===== src/common/ttx_map.svh =====
// Notes on behaviour
// - In 525-line format a packet holds 32 data bytes; display rows stay 40 wide.
// - Tabulated ordinary packet fills columns 32-39 of four rows from packet number with LSBs cleared.
// - Tabulated data gets the same error check as 625-line data at that location.
// - Rolling time comes from tabulated packets 1-3; parallel mode needs matching magazine.
// - Tabulated packet number zero is ignored.
// - Tabulated packet 24 first 8 bytes extend prompt row wherever packet 24 goes.
// - Link packet 27/0 untabulated is Hamming checked and stored; tabulated one is dropped.
// - Magazine bits all zero mean magazine 4; service packet is 4/30.
// - First 20 service bytes decoded as 625-line, stored from either tabulated version.
// - Last 12 service bytes hold half the status message; final 4 of a tabulated one are never written.
// - Packet 26 gives ten triplets; tabulation is designation MSB; last byte ignored.
// - Standard chosen automatically; no recognised packets means switch system.
// - 625 or 525 detected flag follows decision; both clear while undecided.
// - Override bits pick auto, force 525, force 625, or 625 timing with 525 standard.
// - Untabulated ordinary packet goes to row of its number; control data to row 25.
// - Packet 24 goes to basic row 24 when row select set, else extension row 0.
// - Magazine-4 packet 30 sets service flag in 525 mode; write zero clears it.
// - In 525 mode only untabulated link packet 27/0 sets link flag.
`ifndef TTX_MAP_SVH
`define TTX_MAP_SVH

`define TTX_REG_CTRL      4'h0
`define TTX_REG_OVERRIDE  4'h4
`define TTX_REG_STATUS    4'h8

`define TTX_CTRL_EIGHT_BIT   0
`define TTX_CTRL_EXT24_SEL   1
`define TTX_CTRL_PAR_MAG     2
`define TTX_ST_LONG          0
`define TTX_ST_SHORT         1
`define TTX_ST_SERVICE       2
`define TTX_ST_LINK          3
`define TTX_ST_TIMING525     4

`define TTX_CTRL_RESET       3'h0
`define TTX_OVERRIDE_RESET   2'h0

`define TTX_BYTES_525        6'h20
`define TTX_BYTES_625        6'h28
`define TTX_TAB_COL          6'h20
`define TTX_SVC_CODED        6'h14
`define TTX_SVC_HALF_END     6'h1C
`define TTX_SVC_SHIFT        6'h0C
`define TTX_P26_LAST_525     6'h1E
`define TTX_P26_LAST_625     6'h27
`define TTX_ROW_CTRL         5'h19
`define TTX_ROW_P24          5'h18
`define TTX_ROW_EXT_P24      5'h00
`define TTX_ROW_EXT_LINK     5'h01
`define TTX_ROW_EXT_SVC      5'h02

`define TTX_LOCK_PKTS        4
`define TTX_MISS_LINES       200

`endif


===== src/common/ttx_pkg.sv =====
package ttx_pkg;
    typedef enum logic [1:0] {
        DET_SEEK_625 = 2'b00,
        DET_SEEK_525 = 2'b01,
        DET_LOCK_625 = 2'b10,
        DET_LOCK_525 = 2'b11
    } ttx_det_e;
    typedef enum logic [1:0] {
        CHK_NONE    = 2'b00,
        CHK_PARITY  = 2'b01,
        CHK_HAMMING = 2'b10
    } ttx_chk_e;
    typedef logic [1:0] ttx_ovr_t;
endpackage


===== src/core/ttx_acq.sv =====
`timescale 1ns/10ps
`include "ttx_map.svh"
module ttx_acq #(
    parameter int LOCK_PKTS  = `TTX_LOCK_PKTS,
    parameter int MISS_LINES = `TTX_MISS_LINES
) (
    input  wire logic              clock,
    input  wire logic              rst,
    input  wire logic              ce,
    input  wire logic [3:0]        avs_address,
    input  wire logic              avs_read,
    input  wire logic              avs_write,
    input  wire logic [31:0]       avs_writedata,
    input  wire logic [3:0]        avs_byteenable,
    output logic      [31:0]       avs_readdata,
    output logic                   avs_waitrequest,
    input  wire logic              line_pulse,
    input  wire logic              pkt_start,
    input  wire logic [2:0]        pkt_mag,
    input  wire logic [4:0]        pkt_num,
    input  wire logic [3:0]        pkt_desig,
    input  wire logic              pkt_acquire,
    input  wire logic              pkt_mag_match,
    input  wire logic              pr_no_check,
    input  wire logic              byte_valid,
    input  wire logic [7:0]        byte_data,
    output logic                   timing_525,
    output logic                   mem_we,
    output logic                   mem_ext,
    output logic      [4:0]        mem_row,
    output logic      [5:0]        mem_col,
    output logic      [7:0]        mem_data,
    output ttx_pkg::ttx_chk_e      mem_check,
    output logic                   trip_valid,
    output logic      [23:0]       trip_data,
    output logic      [4:0]        trip_desig,
    output logic      [3:0]        trip_num
);
    import ttx_pkg::*;

    if (LOCK_PKTS < 1 || LOCK_PKTS > 15 || MISS_LINES < 2 || MISS_LINES > 4095) begin : g_chk
        $error("ttx_acq: LOCK_PKTS or MISS_LINES out of range");
    end

    localparam logic [3:0]  LOCK_LAST = 4'(LOCK_PKTS - 1);
    localparam logic [11:0] MISS_LAST = 12'(MISS_LINES - 1);

    // Register file
    logic [2:0]  ctrl_r;
    ttx_ovr_t    ovr_r;
    logic        svc_flag_r;
    logic        link_flag_r;
    logic        ack_r;
    logic [31:0] rdata_r;
    // Packet state
    logic [4:0]  num_r;
    logic [2:0]  mag_r;
    logic [3:0]  desig_r;
    logic        acq_r;
    logic        magok_r;
    logic [5:0]  idx_r;
    logic        hdr_pend_r;
    // Detection
    ttx_det_e    det_r;
    ttx_det_e    det_nxt;
    logic [3:0]  hit_cnt_r;
    logic [11:0] miss_cnt_r;
    // Outputs
    logic        mem_we_r;
    logic        mem_ext_r;
    logic [4:0]  mem_row_r;
    logic [5:0]  mem_col_r;
    logic [7:0]  mem_data_r;
    ttx_chk_e    mem_chk_r;
    logic [15:0] trip_acc_r;
    logic [1:0]  trip_ph_r;
    logic        trip_valid_r;
    logic [23:0] trip_data_r;
    logic [4:0]  trip_desig_r;
    logic [3:0]  trip_num_r;

    function automatic logic [4:0] p24_row(input logic sel);
        return sel ? `TTX_ROW_P24 : `TTX_ROW_EXT_P24;
    endfunction

    // Bus decode
    wire req      = avs_read | avs_write;
    wire sel_ctrl = avs_address == `TTX_REG_CTRL;
    wire sel_ovr  = avs_address == `TTX_REG_OVERRIDE;
    wire sel_st   = avs_address == `TTX_REG_STATUS;
    wire wr_go    = ce & avs_write & ack_r & avs_byteenable[0];

    // Standard selection
    wire auto_mode = ovr_r == 2'b00;
    wire std525    = auto_mode ? det_r[0] : ovr_r[0];
    wire tim525    = auto_mode ? det_r[0] : (ovr_r == 2'b01);
    wire flag_long  = auto_mode ? (det_r == DET_LOCK_625) : !std525;
    wire flag_short = auto_mode ? (det_r == DET_LOCK_525) : std525;
    wire [4:0] st_word = {tim525, link_flag_r, svc_flag_r, flag_short, flag_long};

    // Packet classification
    wire tab      = std525 & mag_r[2];
    wire mag_zero = std525 ? (mag_r[1:0] == 2'b00) : (mag_r == 3'h0);
    wire [5:0] nbytes = std525 ? `TTX_BYTES_525 : `TTX_BYTES_625;
    wire in_pkt   = idx_r < nbytes;
    wire acc      = ce & byte_valid & in_pkt;
    wire is_hdr   = num_r == 5'h00 && !tab;
    wire is_ord   = num_r != 5'h00 && num_r < 5'h18 && !tab;
    wire is_tab   = tab && num_r != 5'h00 && num_r <= 5'h18;
    wire is_p24   = num_r == 5'h18 && !tab;
    wire is_p26   = num_r == 5'h1A;
    wire is_link  = num_r == 5'h1B && desig_r == 4'h0 && !tab;
    wire is_svc   = num_r == 5'h1E && mag_zero;

    // Tabulated placement
    wire [4:0] tab_row  = {num_r[4:2], 2'b00} + {3'h0, idx_r[4:3]};
    wire [5:0] tab_col  = `TTX_TAB_COL + {3'h0, idx_r[2:0]};
    wire tab_p24        = num_r == 5'h18;
    wire tab_roll       = tab_row == 5'h00;
    wire roll_ok        = !ctrl_r[`TTX_CTRL_PAR_MAG] | magok_r;
    wire tab_we = is_tab & (tab_p24 ? (acq_r & idx_r < 6'h08)
                                    : (tab_roll ? roll_ok : acq_r));
    wire [4:0] tab_row_f = tab_p24 ? p24_row(ctrl_r[`TTX_CTRL_EXT24_SEL]) : tab_row;
    wire tab_ext = tab_p24 & !ctrl_r[`TTX_CTRL_EXT24_SEL];

    // Service packet placement
    wire svc_coded = idx_r < `TTX_SVC_CODED;
    wire svc_we    = is_svc & (!tab | idx_r < `TTX_SVC_HALF_END);
    wire [5:0] svc_col = (tab && !svc_coded) ? idx_r + `TTX_SVC_SHIFT : idx_r;

    // Error check per location: same rule whatever format filled it
    wire ttx_chk_e data_chk = (ctrl_r[`TTX_CTRL_EIGHT_BIT] | pr_no_check) ? CHK_NONE
                                                                           : CHK_PARITY;
    wire hdr_ctrl = is_hdr && idx_r < 6'h08;

    wire      wr_en = acc & ((acq_r & (is_hdr | is_ord | is_p24 | is_link)) | tab_we | svc_we);
    wire      wr_ext = is_link | is_svc | tab_ext | (is_p24 & !ctrl_r[`TTX_CTRL_EXT24_SEL]);
    wire [4:0] wr_row = is_tab  ? tab_row_f :
                        hdr_ctrl ? `TTX_ROW_CTRL :
                        is_hdr  ? 5'h00 :
                        is_p24  ? p24_row(ctrl_r[`TTX_CTRL_EXT24_SEL]) :
                        is_link ? `TTX_ROW_EXT_LINK :
                        is_svc  ? `TTX_ROW_EXT_SVC : num_r;
    wire [5:0] wr_col = is_tab ? tab_col : (is_svc ? svc_col : idx_r);
    wire ttx_chk_e wr_chk = (hdr_ctrl | is_link | (is_svc & svc_coded)) ? CHK_HAMMING :
                            data_chk;

    // Packet 26 triplets
    wire [5:0] p26_last = std525 ? `TTX_P26_LAST_525 : `TTX_P26_LAST_625;
    wire p26_take = acc & is_p26 & acq_r & idx_r != 6'h00 & idx_r <= p26_last;

    // Detection events
    wire link_seen = hdr_pend_r & is_link;
    wire svc_seen  = hdr_pend_r & is_svc;
    wire det_miss  = line_pulse & !pkt_start & miss_cnt_r == MISS_LAST;
    wire det_hit   = pkt_start & hit_cnt_r == LOCK_LAST;

    always_comb begin
        det_nxt = det_r;
        if (!auto_mode) begin
            det_nxt = DET_SEEK_625;
        end else if (det_miss) begin
            det_nxt = det_r[0] ? DET_SEEK_625 : DET_SEEK_525;
        end else if (det_hit) begin
            case (det_r)
                DET_SEEK_625: det_nxt = DET_LOCK_625;
                DET_SEEK_525: det_nxt = DET_LOCK_525;
                default:      det_nxt = det_r;
            endcase
        end
    end

    always_ff @(posedge clock) begin
        if (rst) begin
            det_r      <= DET_SEEK_625;
            hit_cnt_r  <= 4'h0;
            miss_cnt_r <= 12'h000;
        end else if (ce) begin
            det_r <= det_nxt;
            if (det_nxt != det_r || !auto_mode) begin
                hit_cnt_r  <= 4'h0;
                miss_cnt_r <= 12'h000;
            end else if (pkt_start) begin
                miss_cnt_r <= 12'h000;
                if (hit_cnt_r != 4'hF)
                    hit_cnt_r <= hit_cnt_r + 4'h1;
            end else if (line_pulse) begin
                miss_cnt_r <= miss_cnt_r + 12'h001;
            end
        end
    end

    // Registers; a hardware set wins over a software clear
    always_ff @(posedge clock) begin
        if (rst) begin
            ctrl_r      <= `TTX_CTRL_RESET;
            ovr_r       <= `TTX_OVERRIDE_RESET;
            svc_flag_r  <= 1'b0;
            link_flag_r <= 1'b0;
        end else if (ce) begin
            if (wr_go && sel_ctrl)
                ctrl_r <= avs_writedata[2:0];
            if (wr_go && sel_ovr)
                ovr_r <= avs_writedata[1:0];
            if (svc_seen)
                svc_flag_r <= 1'b1;
            else if (wr_go && sel_st && !avs_writedata[`TTX_ST_SERVICE])
                svc_flag_r <= 1'b0;
            if (link_seen)
                link_flag_r <= 1'b1;
            else if (wr_go && sel_st && !avs_writedata[`TTX_ST_LINK])
                link_flag_r <= 1'b0;
        end
    end

    // One wait state on every access; read data settle in the wait cycle
    always_ff @(posedge clock) begin
        if (rst) begin
            ack_r   <= 1'b0;
            rdata_r <= 32'h0000_0000;
        end else if (ce) begin
            ack_r   <= req & !ack_r;
            rdata_r <= sel_ctrl ? {29'h0, ctrl_r} :
                       sel_ovr  ? {30'h0, ovr_r}  :
                       sel_st   ? {27'h0, st_word} : 32'h0000_0000;
        end
    end

    always_ff @(posedge clock) begin
        if (rst) begin
            num_r      <= 5'h00;
            mag_r      <= 3'h0;
            desig_r    <= 4'h0;
            acq_r      <= 1'b0;
            magok_r    <= 1'b0;
            idx_r      <= `TTX_BYTES_625;
            hdr_pend_r <= 1'b0;
        end else if (ce) begin
            hdr_pend_r <= pkt_start;
            if (pkt_start) begin
                num_r   <= pkt_num;
                mag_r   <= pkt_mag;
                desig_r <= pkt_desig;
                acq_r   <= pkt_acquire;
                magok_r <= pkt_mag_match;
                idx_r   <= 6'h00;
            end else if (acc) begin
                idx_r <= idx_r + 6'h01;
            end
        end
    end

    always_ff @(posedge clock) begin
        if (rst) begin
            mem_we_r   <= 1'b0;
            mem_ext_r  <= 1'b0;
            mem_row_r  <= 5'h00;
            mem_col_r  <= 6'h00;
            mem_data_r <= 8'h00;
            mem_chk_r  <= CHK_NONE;
        end else if (ce) begin
            mem_we_r <= wr_en;
            if (wr_en) begin
                mem_ext_r  <= wr_ext;
                mem_row_r  <= wr_row;
                mem_col_r  <= wr_col;
                mem_data_r <= byte_data;
                mem_chk_r  <= wr_chk;
            end
        end
    end

    // Triplets go out whole; a trailing partial triplet is dropped
    always_ff @(posedge clock) begin
        if (rst) begin
            trip_acc_r   <= 16'h0000;
            trip_ph_r    <= 2'h0;
            trip_valid_r <= 1'b0;
            trip_data_r  <= 24'h00_0000;
            trip_desig_r <= 5'h00;
            trip_num_r   <= 4'h0;
        end else if (ce) begin
            trip_valid_r <= 1'b0;
            if (pkt_start) begin
                trip_ph_r  <= 2'h0;
                trip_num_r <= 4'h0;
            end else if (p26_take) begin
                if (trip_ph_r == 2'h2) begin
                    trip_ph_r    <= 2'h0;
                    trip_valid_r <= 1'b1;
                    trip_data_r  <= {byte_data, trip_acc_r};
                    trip_desig_r <= {tab, desig_r};
                    trip_num_r   <= trip_num_r + 4'h1;
                end else begin
                    trip_ph_r  <= trip_ph_r + 2'h1;
                    trip_acc_r <= {byte_data, trip_acc_r[15:8]};
                end
            end
        end
    end

    assign avs_waitrequest = req & !ack_r;
    assign avs_readdata    = rdata_r;
    assign timing_525      = tim525;
    assign mem_we          = mem_we_r & ce;
    assign mem_ext         = mem_ext_r;
    assign mem_row         = mem_row_r;
    assign mem_col         = mem_col_r;
    assign mem_data        = mem_data_r;
    assign mem_check       = mem_chk_r;
    assign trip_valid      = trip_valid_r & ce;
    assign trip_data       = trip_data_r;
    assign trip_desig      = trip_desig_r;
    assign trip_num        = trip_num_r - 4'h1;
endmodule


===== config.mk =====
export PLATFORM = sky130hd
export DESIGN_NAME = ttx_acq
export DESIGN_NICKNAME = d
export VERILOG_FILES = /design/src/common/ttx_pkg.sv /design/src/core/ttx_acq.sv
export VERILOG_INCLUDE_DIRS = /design/src /design/src/common
export SDC_FILE = /design/constraint.sdc
export NUM_CORES = 1
export LEC_CHECK = 0
export ABC_AREA = 1
export BUFFER_PORTS_ARGS = -buffer_cell sky130_fd_sc_hd__buf_2
export CORE_ASPECT_RATIO = 1.2
export CORE_MARGIN = 2
export CORE_UTILIZATION = 43
export DETAILED_ROUTE_END_ITERATION = 12
export GPL_TIMING_DRIVEN = 1
export MAX_ROUTING_LAYER = met4
export PLACE_DENSITY = 0.81
export SYNTH_ARGS = -nofsm -noshare
export SYNTH_HDL_FRONTEND = slang
export SYNTH_SLANG_ARGS = --single-unit

===== constraint.sdc =====
create_clock -name clock -period 1.99 [get_ports clock]
set_clock_uncertainty 0.05 [all_clocks]
set_input_delay 0.199 -clock clock [delete_from_list [all_inputs] [get_ports clock]]
set_output_delay 0.199 -clock clock [all_outputs]
set_load 0.03 [all_outputs]

# Word-level counts from Yosys, hierarchy flattened
# Index checks and enable logic that the tools add are counted.
dict set report totals {
  register_bits 154
  in_bits 71
  output_inout_bits 91
  elab_cells 210
}
dict set report classes {
  addsub 9
  magnitude_cmp 7
  n_eq_ne 15
  mux 51
  bitwise_logic 42
  n_reduce_logical 58
}
# operator count
set ops {}
lappend ops {{$mux 5} 11}
lappend ops {{$mux 12} 3}
lappend ops {{$mux 6} 6}
lappend ops {{$mux 4} 7}
lappend ops {{$and 1x1->1} 26}
lappend ops {{$eq 5x5->1 const B} 4}
lappend ops {{$reduce_and 2->1} 9}
lappend ops {{$logic_and 1x1->1} 16}
lappend ops {{$mux 1} 16}
lappend ops {{$mux 2} 7}
lappend ops {{$or 1x1->1} 14}
lappend ops {{$reduce_bool 2->1} 7}
lappend ops {{$add 12x1->12 const B} 1}
lappend ops {{$eq 12x8->1 const B} 1}
lappend ops {{$lt 6x5->1 const B} 2}
lappend ops {{$logic_not 1->1} 10}
lappend ops {{$logic_not 5->1} 2}
lappend ops {{$add 4x1->4 const B} 2}
lappend ops {{$logic_not 4->1} 2}
lappend ops {{$reduce_and 4->1} 2}
lappend ops {{$add 6x1->6 const B} 1}
lappend ops {{$add 6x3->6 const A} 1}
lappend ops {{$add 6x4->6 const B} 1}
lappend ops {{$eq 2x2->1 const B} 3}
lappend ops {{other kinds (23)} 28}

# Logic depth before layout (Yosys ltp)
dict set report logic_depth {
  word_depth 13
  mapped_depth 14
  mapped_depth_nobuf 14
}

# Worst setup path after synthesis
# No wires, ideal clock.
dict set report synth_timing {
  path_kind {register to register}
  from {register ovr_r[0]}
  to {register trip_acc_r[7]}
  setup_time_ns 0.116
  t_arrival_ns 1.782
  required_ns 1.824
  slack_ns 0.042
  path_stages_with_launch 14
  n_path_buf 1
  synth_period_minus_slack_ns 1.948
  path_cell_list {dfxtp_1 -> inv_1 -> nand2_4 -> ha_1 -> nand3_1 -> a21oi_1 -> nand2_1 -> nand2_1 -> nand3_1 -> nor2_4 -> inv_2 -> buf_2 -> nor2_1 -> nor2_1}
}
dict set report synth_between {
  elab_chain_len 10
  word_cells_on_any_way 12
  cone_classes {2 x order compare; 3 x mux; 5 x bitwise; 2 x reduce/logical}
}
# item line
set synth_rtl {}
lappend synth_rtl {{start, declared} ttx_acq.sv:50} ;# ttx_ovr_t ovr_r;
lappend synth_rtl {{start signal, assigned} ttx_acq.sv:197} ;# ovr_r <= `TTX_OVERRIDE_RESET;
lappend synth_rtl {{start signal, assigned} ttx_acq.sv:204} ;# ovr_r <= avs_writedata[1:0];
lappend synth_rtl {{$logic_not 2->1} ttx_acq.sv:94} ;# wire auto_mode = ovr_r == 2'b00;
lappend synth_rtl {{$mux 1 *} ttx_acq.sv:95} ;# wire std525 = auto_mode ? det_r[0] : ovr_r[0];
lappend synth_rtl {{$mux 4 (no line)} --}
lappend synth_rtl {{$lt 6x6->1} ttx_acq.sv:105} ;# wire in_pkt = idx_r < nbytes;
lappend synth_rtl {{$and 1x1->1} ttx_acq.sv:106} ;# wire acc = ce & byte_valid & in_pkt;
lappend synth_rtl {{$and 1x1->1 (3 in series)} ttx_acq.sv:150} ;# wire p26_take = acc & is_p26 & acq_r & idx_r != 6'h00 & idx_r <= p26_last;
lappend synth_rtl {{$and 1x1->1 *} ttx_acq.sv:150}
lappend synth_rtl {{$reduce_and 4->1 (no line) *} --}
lappend synth_rtl {{end signal, assigned} ttx_acq.sv:296} ;# trip_acc_r <= {byte_data, trip_acc_r[15:8]};
lappend synth_rtl {{end, declared} ttx_acq.sv:75} ;# logic [15:0] trip_acc_r;
# Mark *: on every way between the ends. The rest lies on a longest branch, timed or not.
# A chain may end at the register's enable or synchronous reset.

# Worst setup path after layout
dict set report layout_timing {
  from {register ovr_r[1]}
  to {register trip_data_r[6], in the netlist trip_data[6]}
}
dict set report layout_between {
  elab_chain_len 10
  word_cells_on_any_way 12
  cone_classes {2 x order compare; 3 x mux; 5 x bitwise; 2 x reduce/logical}
}
# item line
set layout_rtl {}
lappend layout_rtl {{$logic_not 2->1 *} ttx_acq.sv:94}
lappend layout_rtl {{$mux 1 *} ttx_acq.sv:95}
lappend layout_rtl {{$mux 4 (no line)} --}
lappend layout_rtl {{$lt 6x6->1} ttx_acq.sv:105}
lappend layout_rtl {{$and 1x1->1} ttx_acq.sv:106}
lappend layout_rtl {{$and 1x1->1 (3 in series)} ttx_acq.sv:150}
lappend layout_rtl {{$and 1x1->1 *} ttx_acq.sv:150}
lappend layout_rtl {{$reduce_and 4->1 (no line) *} --}
lappend layout_rtl {{end signal, assigned} ttx_acq.sv:291} ;# trip_data_r <= {byte_data, trip_acc_r};
lappend layout_rtl {{end, declared} ttx_acq.sv:78} ;# logic [23:0] trip_data_r;
# Marked as above.

==> flow_metrics.tcl <==
set metrics [dict create \
    netlist_area_sq_um 6330 \
    ys_ff_latch 127 \
    fin_area_sq_um 7950 \
    worstReg2RegStart "ovr_r[1]$_SDFFE_PP0P_" \
    power_per_cell_area_nw_per_um2 777 \
    async_flop_share_pct 0 \
    grt_max_degree 59 \
    final_common_cell "nor2_1" \
    cp_max_fo 8 \
    io_pins 162 \
    swShare_pct 27.2 \
    tightest_slew_ns 0.652 \
    start_util_pct 43.9 \
    clock_path_buffers 2 \
    antenna_left 0 \
    syn_area_per_cell_sq_um 6.60 \
    status "finished, final reports clean" \
    critPathLaunchType "flop" \
    synthFlopType "dfxtp_1" \
    hold_viol_final 0 \
    hpwl_mm 11.2 \
    power.leakage_nw 3.98 \
    rsz0062_at_grt "true" \
    dieArea_sq_um 15700 \
    cts_buffers 17 \
    hp-class "input port to flop" \
    worstPathRequired_ns 2.30 \
    firstDrtPassIters 5 \
    synth_cells 958 \
    rrSetupSlack_ns 0.08 \
    pwr-share-seq_pct 42.5 \
    ys_seq_area_share_pct 40.2 \
    grt_pass1_wl_mm 25.7 \
    place_area_sq_um 7060 \
    drc 0 \
    track_usage_pct 21.3 \
    synth_edf_count 0 \
    worstSetupEndpointType "flop" \
    rr_endpoint "trip_data[6]$_SDFFE_PP0P_" \
    drive_gt1_share_pct 20.3 \
    synth_cell_types 36 \
    mostFrequentLayoutCells "nor2_1 (205), nand2_1 (194), dfxtp_1 (126)" \
    totalWireLength_mm 16.7 \
    overflow 0 \
    p_total_mw 6.18 \
    yosys_warnings 0 \
    cts_tree "done" \
    die_y_um 137 \
    port_buffers 103 \
    power.share.combinational_pct 9.4 \
    hold_slack_ns 0.0162 \
    critPathTopFamily "buffers and inverters" \
    relSlewSlack_pct 56.1 \
    rows 48 \
    worst-path-buf-inv 4 \
    viasPerCell 4.91 \
    switching_power_mw 1.68 \
    insertion_delay_ns 0.43 \
    worst_r2r_path_depth 12 \
    core_area_sq_um 14400 \
    numClockSinks 127 \
    antenna_found_initial 0 \
    nNetsFinal 1175 \
    drv_slew 0 \
    drtIter0Drc 376 \
    vdd_drop_max_mv 0.478 \
    vias 6301 \
    setup_viol 0 \
    htree_levels 4 \
    num_antenna_cells 0 \
    slowest_stage "dfxtp_2" \
    p_int_mw 4.50 \
    hp-start "byte_data[7]" \
    die_w_um 115 \
    crit_chain "inv_2 > nand2_4 > nand2_4 > ha_4 > buf_4 > a21oi_2 > nand4_1 > buf_6 > clkbuf_16 > nand2_2 > nand2_2 > nor2_2" \
    place_congestion 0.932 \
    setup_ws_ns 0.0793 \
    max_stage_delay_ns 0.33 \
    period_share_pct 96.0 \
    finalCriticalPeriod_ns 1.91 \
    holdPathStages 3 \
    grt_pass1_vias 5635 \
    critical_path_class "flop to flop" \
    fmax_mhz 523 \
    clkPwrFrac_pct 48.1 \
    preCtsSetupSlack_ns -0.000520 \
    cp.arrival_ns 2.22 \
    cts-root-buf "clkbuf_16" \
    syn2layout_area_growth_pct 25.7 \
    clk_pin_slew_worst_paths_ns 0.06 \
    holdPathEnd "trip_data[23]$_SDFFE_PP0P_" \
    wire_per_inst_um 13.0 \
    cap_violations 0 \
]
[metal layers]
metal  GRT usage, %  wire length [um]  vias up
li1               -                 -     3223
met3           5.00               905       34
met2           34.5              8050      212
met5              -                 0        -
met1           24.9              7330     2832
met4           10.1               425        0
[synthesized netlist by cell type (all sizes together) (2+ instances only)]
library cell	count	area share, %
clkbuf	26	1.5
a21oi	52	4.3
nand2	207	13
nand4	6	0.59
or2	4	0.40
nand3	67	5.4
xnor2	2	0.28
nor2	215	13
nor3	11	0.87
xor2	7	0.97
nand3b	11	1.3
inv	105	6.2
buf	37	4.1
o211ai	3	0.36
o221ai	2	0.28
o21ai	58	4.6
dfxtp	127	40
ha	10	2.0
[stage by stage]
| stage | util [%] | setup TNS (ns) | std cells |
|---|---|---|---|
| finish | 55.2 | 0 | 1282 |
| global route | 55.2 | -0.141 | 1282 |
| CTS | 53.4 | 0 | 1271 |
| detailed placement | 49.0 | -0.000520 | 1232 |
| global placement | 49.0 | 0 | 1232 |
| floorplan | - | 0 | 984 |
[worst reg2reg max path, cell delays in order, from the launching register on]
cell	delay (ns)
dfxtp_2	0.33
inv_2	0.05
nand2_4	0.06
nand2_4	0.06
ha_4	0.24
buf_4	0.13
a21oi_2	0.20
nand4_1	0.15
buf_6	0.17
clkbuf_16	0.17
nand2_2	0.07
nand2_2	0.05
nor2_2	0.12
[area by class of cell]
| type | count | area [sq um] |
|---|---|---|
| Clock buffer | 17 | 425 |
| Tap cell | 175 | 219 |
| Clock inverter | 15 | 139 |
| Timing Repair Buffer | 154 | 990 |
| Multi-Input combinational cell | 688 | 3230 |
| Inverter | 106 | 403 |
| Fill cell | 1358 | 6460 |
| Sequential cell | 127 | 2540 |
[cells by family (layout without fill, tap and decap cells)]
group                    after synthesis  after routing  synth area share (%)
AO/OA/AOI/OAI                        119            119                  10.0
XOR/XNOR                               9              9                  1.25
adder cells (fa/ha/maj)               10             10                  1.98
buffers and inverters                169            292                  11.9
flip-flops                           127            127                  40.2
other                                  1             27                0.0593
AND/OR/NAND/NOR                      523            523                  34.6
[timing repair]
action,4_1_cts,5_1_grt
gates resized for setup,2,36
pin swaps,0,11
setup buffers,0,7
setup endpoints to repair,4,89
hold endpoints to repair,8,0
gates cloned,0,4
hold buffers,7,0
[how the worst max path moves through the flow]
stage,cells after the start,end,startpoint
2_1_floorplan,13,trip_acc_r[7]$_SDFFE_PP0P_,ovr_r[0]$_SDFFE_PP0P_
3_3_place_gp,13,trip_num_r[2]$_SDFFE_PP0P_,ovr_r[1]$_SDFFE_PP0P_
3_5_place_dp,13,trip_num_r[2]$_SDFFE_PP0P_,ovr_r[1]$_SDFFE_PP0P_
4_1_cts,13,trip_acc_r[15]$_SDFFE_PP0P_,ovr_r[1]$_SDFFE_PP0P_
5_1_grt,14,trip_data[6]$_SDFFE_PP0P_,ovr_r[1]$_SDFFE_PP0P_
6_report,12,trip_data[6]$_SDFFE_PP0P_,ovr_r[1]$_SDFFE_PP0P_
[flip-flops by register name, summed over array words and instances, names as in the netlist, 5 cells and up]
| register | count |
|---|---|
| trip_acc_r | 16 |
| mem_row | 5 |
| trip_desig | 5 |
| mem_col | 6 |
| avs_readdata | 5 |
| miss_cnt_r | 12 |
| trip_data | 24 |
| mem_data | 8 |
| idx_r | 6 |
| num_r | 5 |
[power by group through the flow]
stage | sequential [mW] | combinational (mW) | clock [mW]
6_report | 2.63 | 0.578 | 2.97
5_1_grt | 2.63 | 0.637 | 3.14
4_1_cts | 2.62 | 0.549 | 3.01
3_5_place_dp | 2.68 | 0.535 | 0
3_3_place_gp | 2.68 | 0.528 | 0
2_1_floorplan | 2.70 | 0.386 | 0
Power figures use the tool's default switching activity.
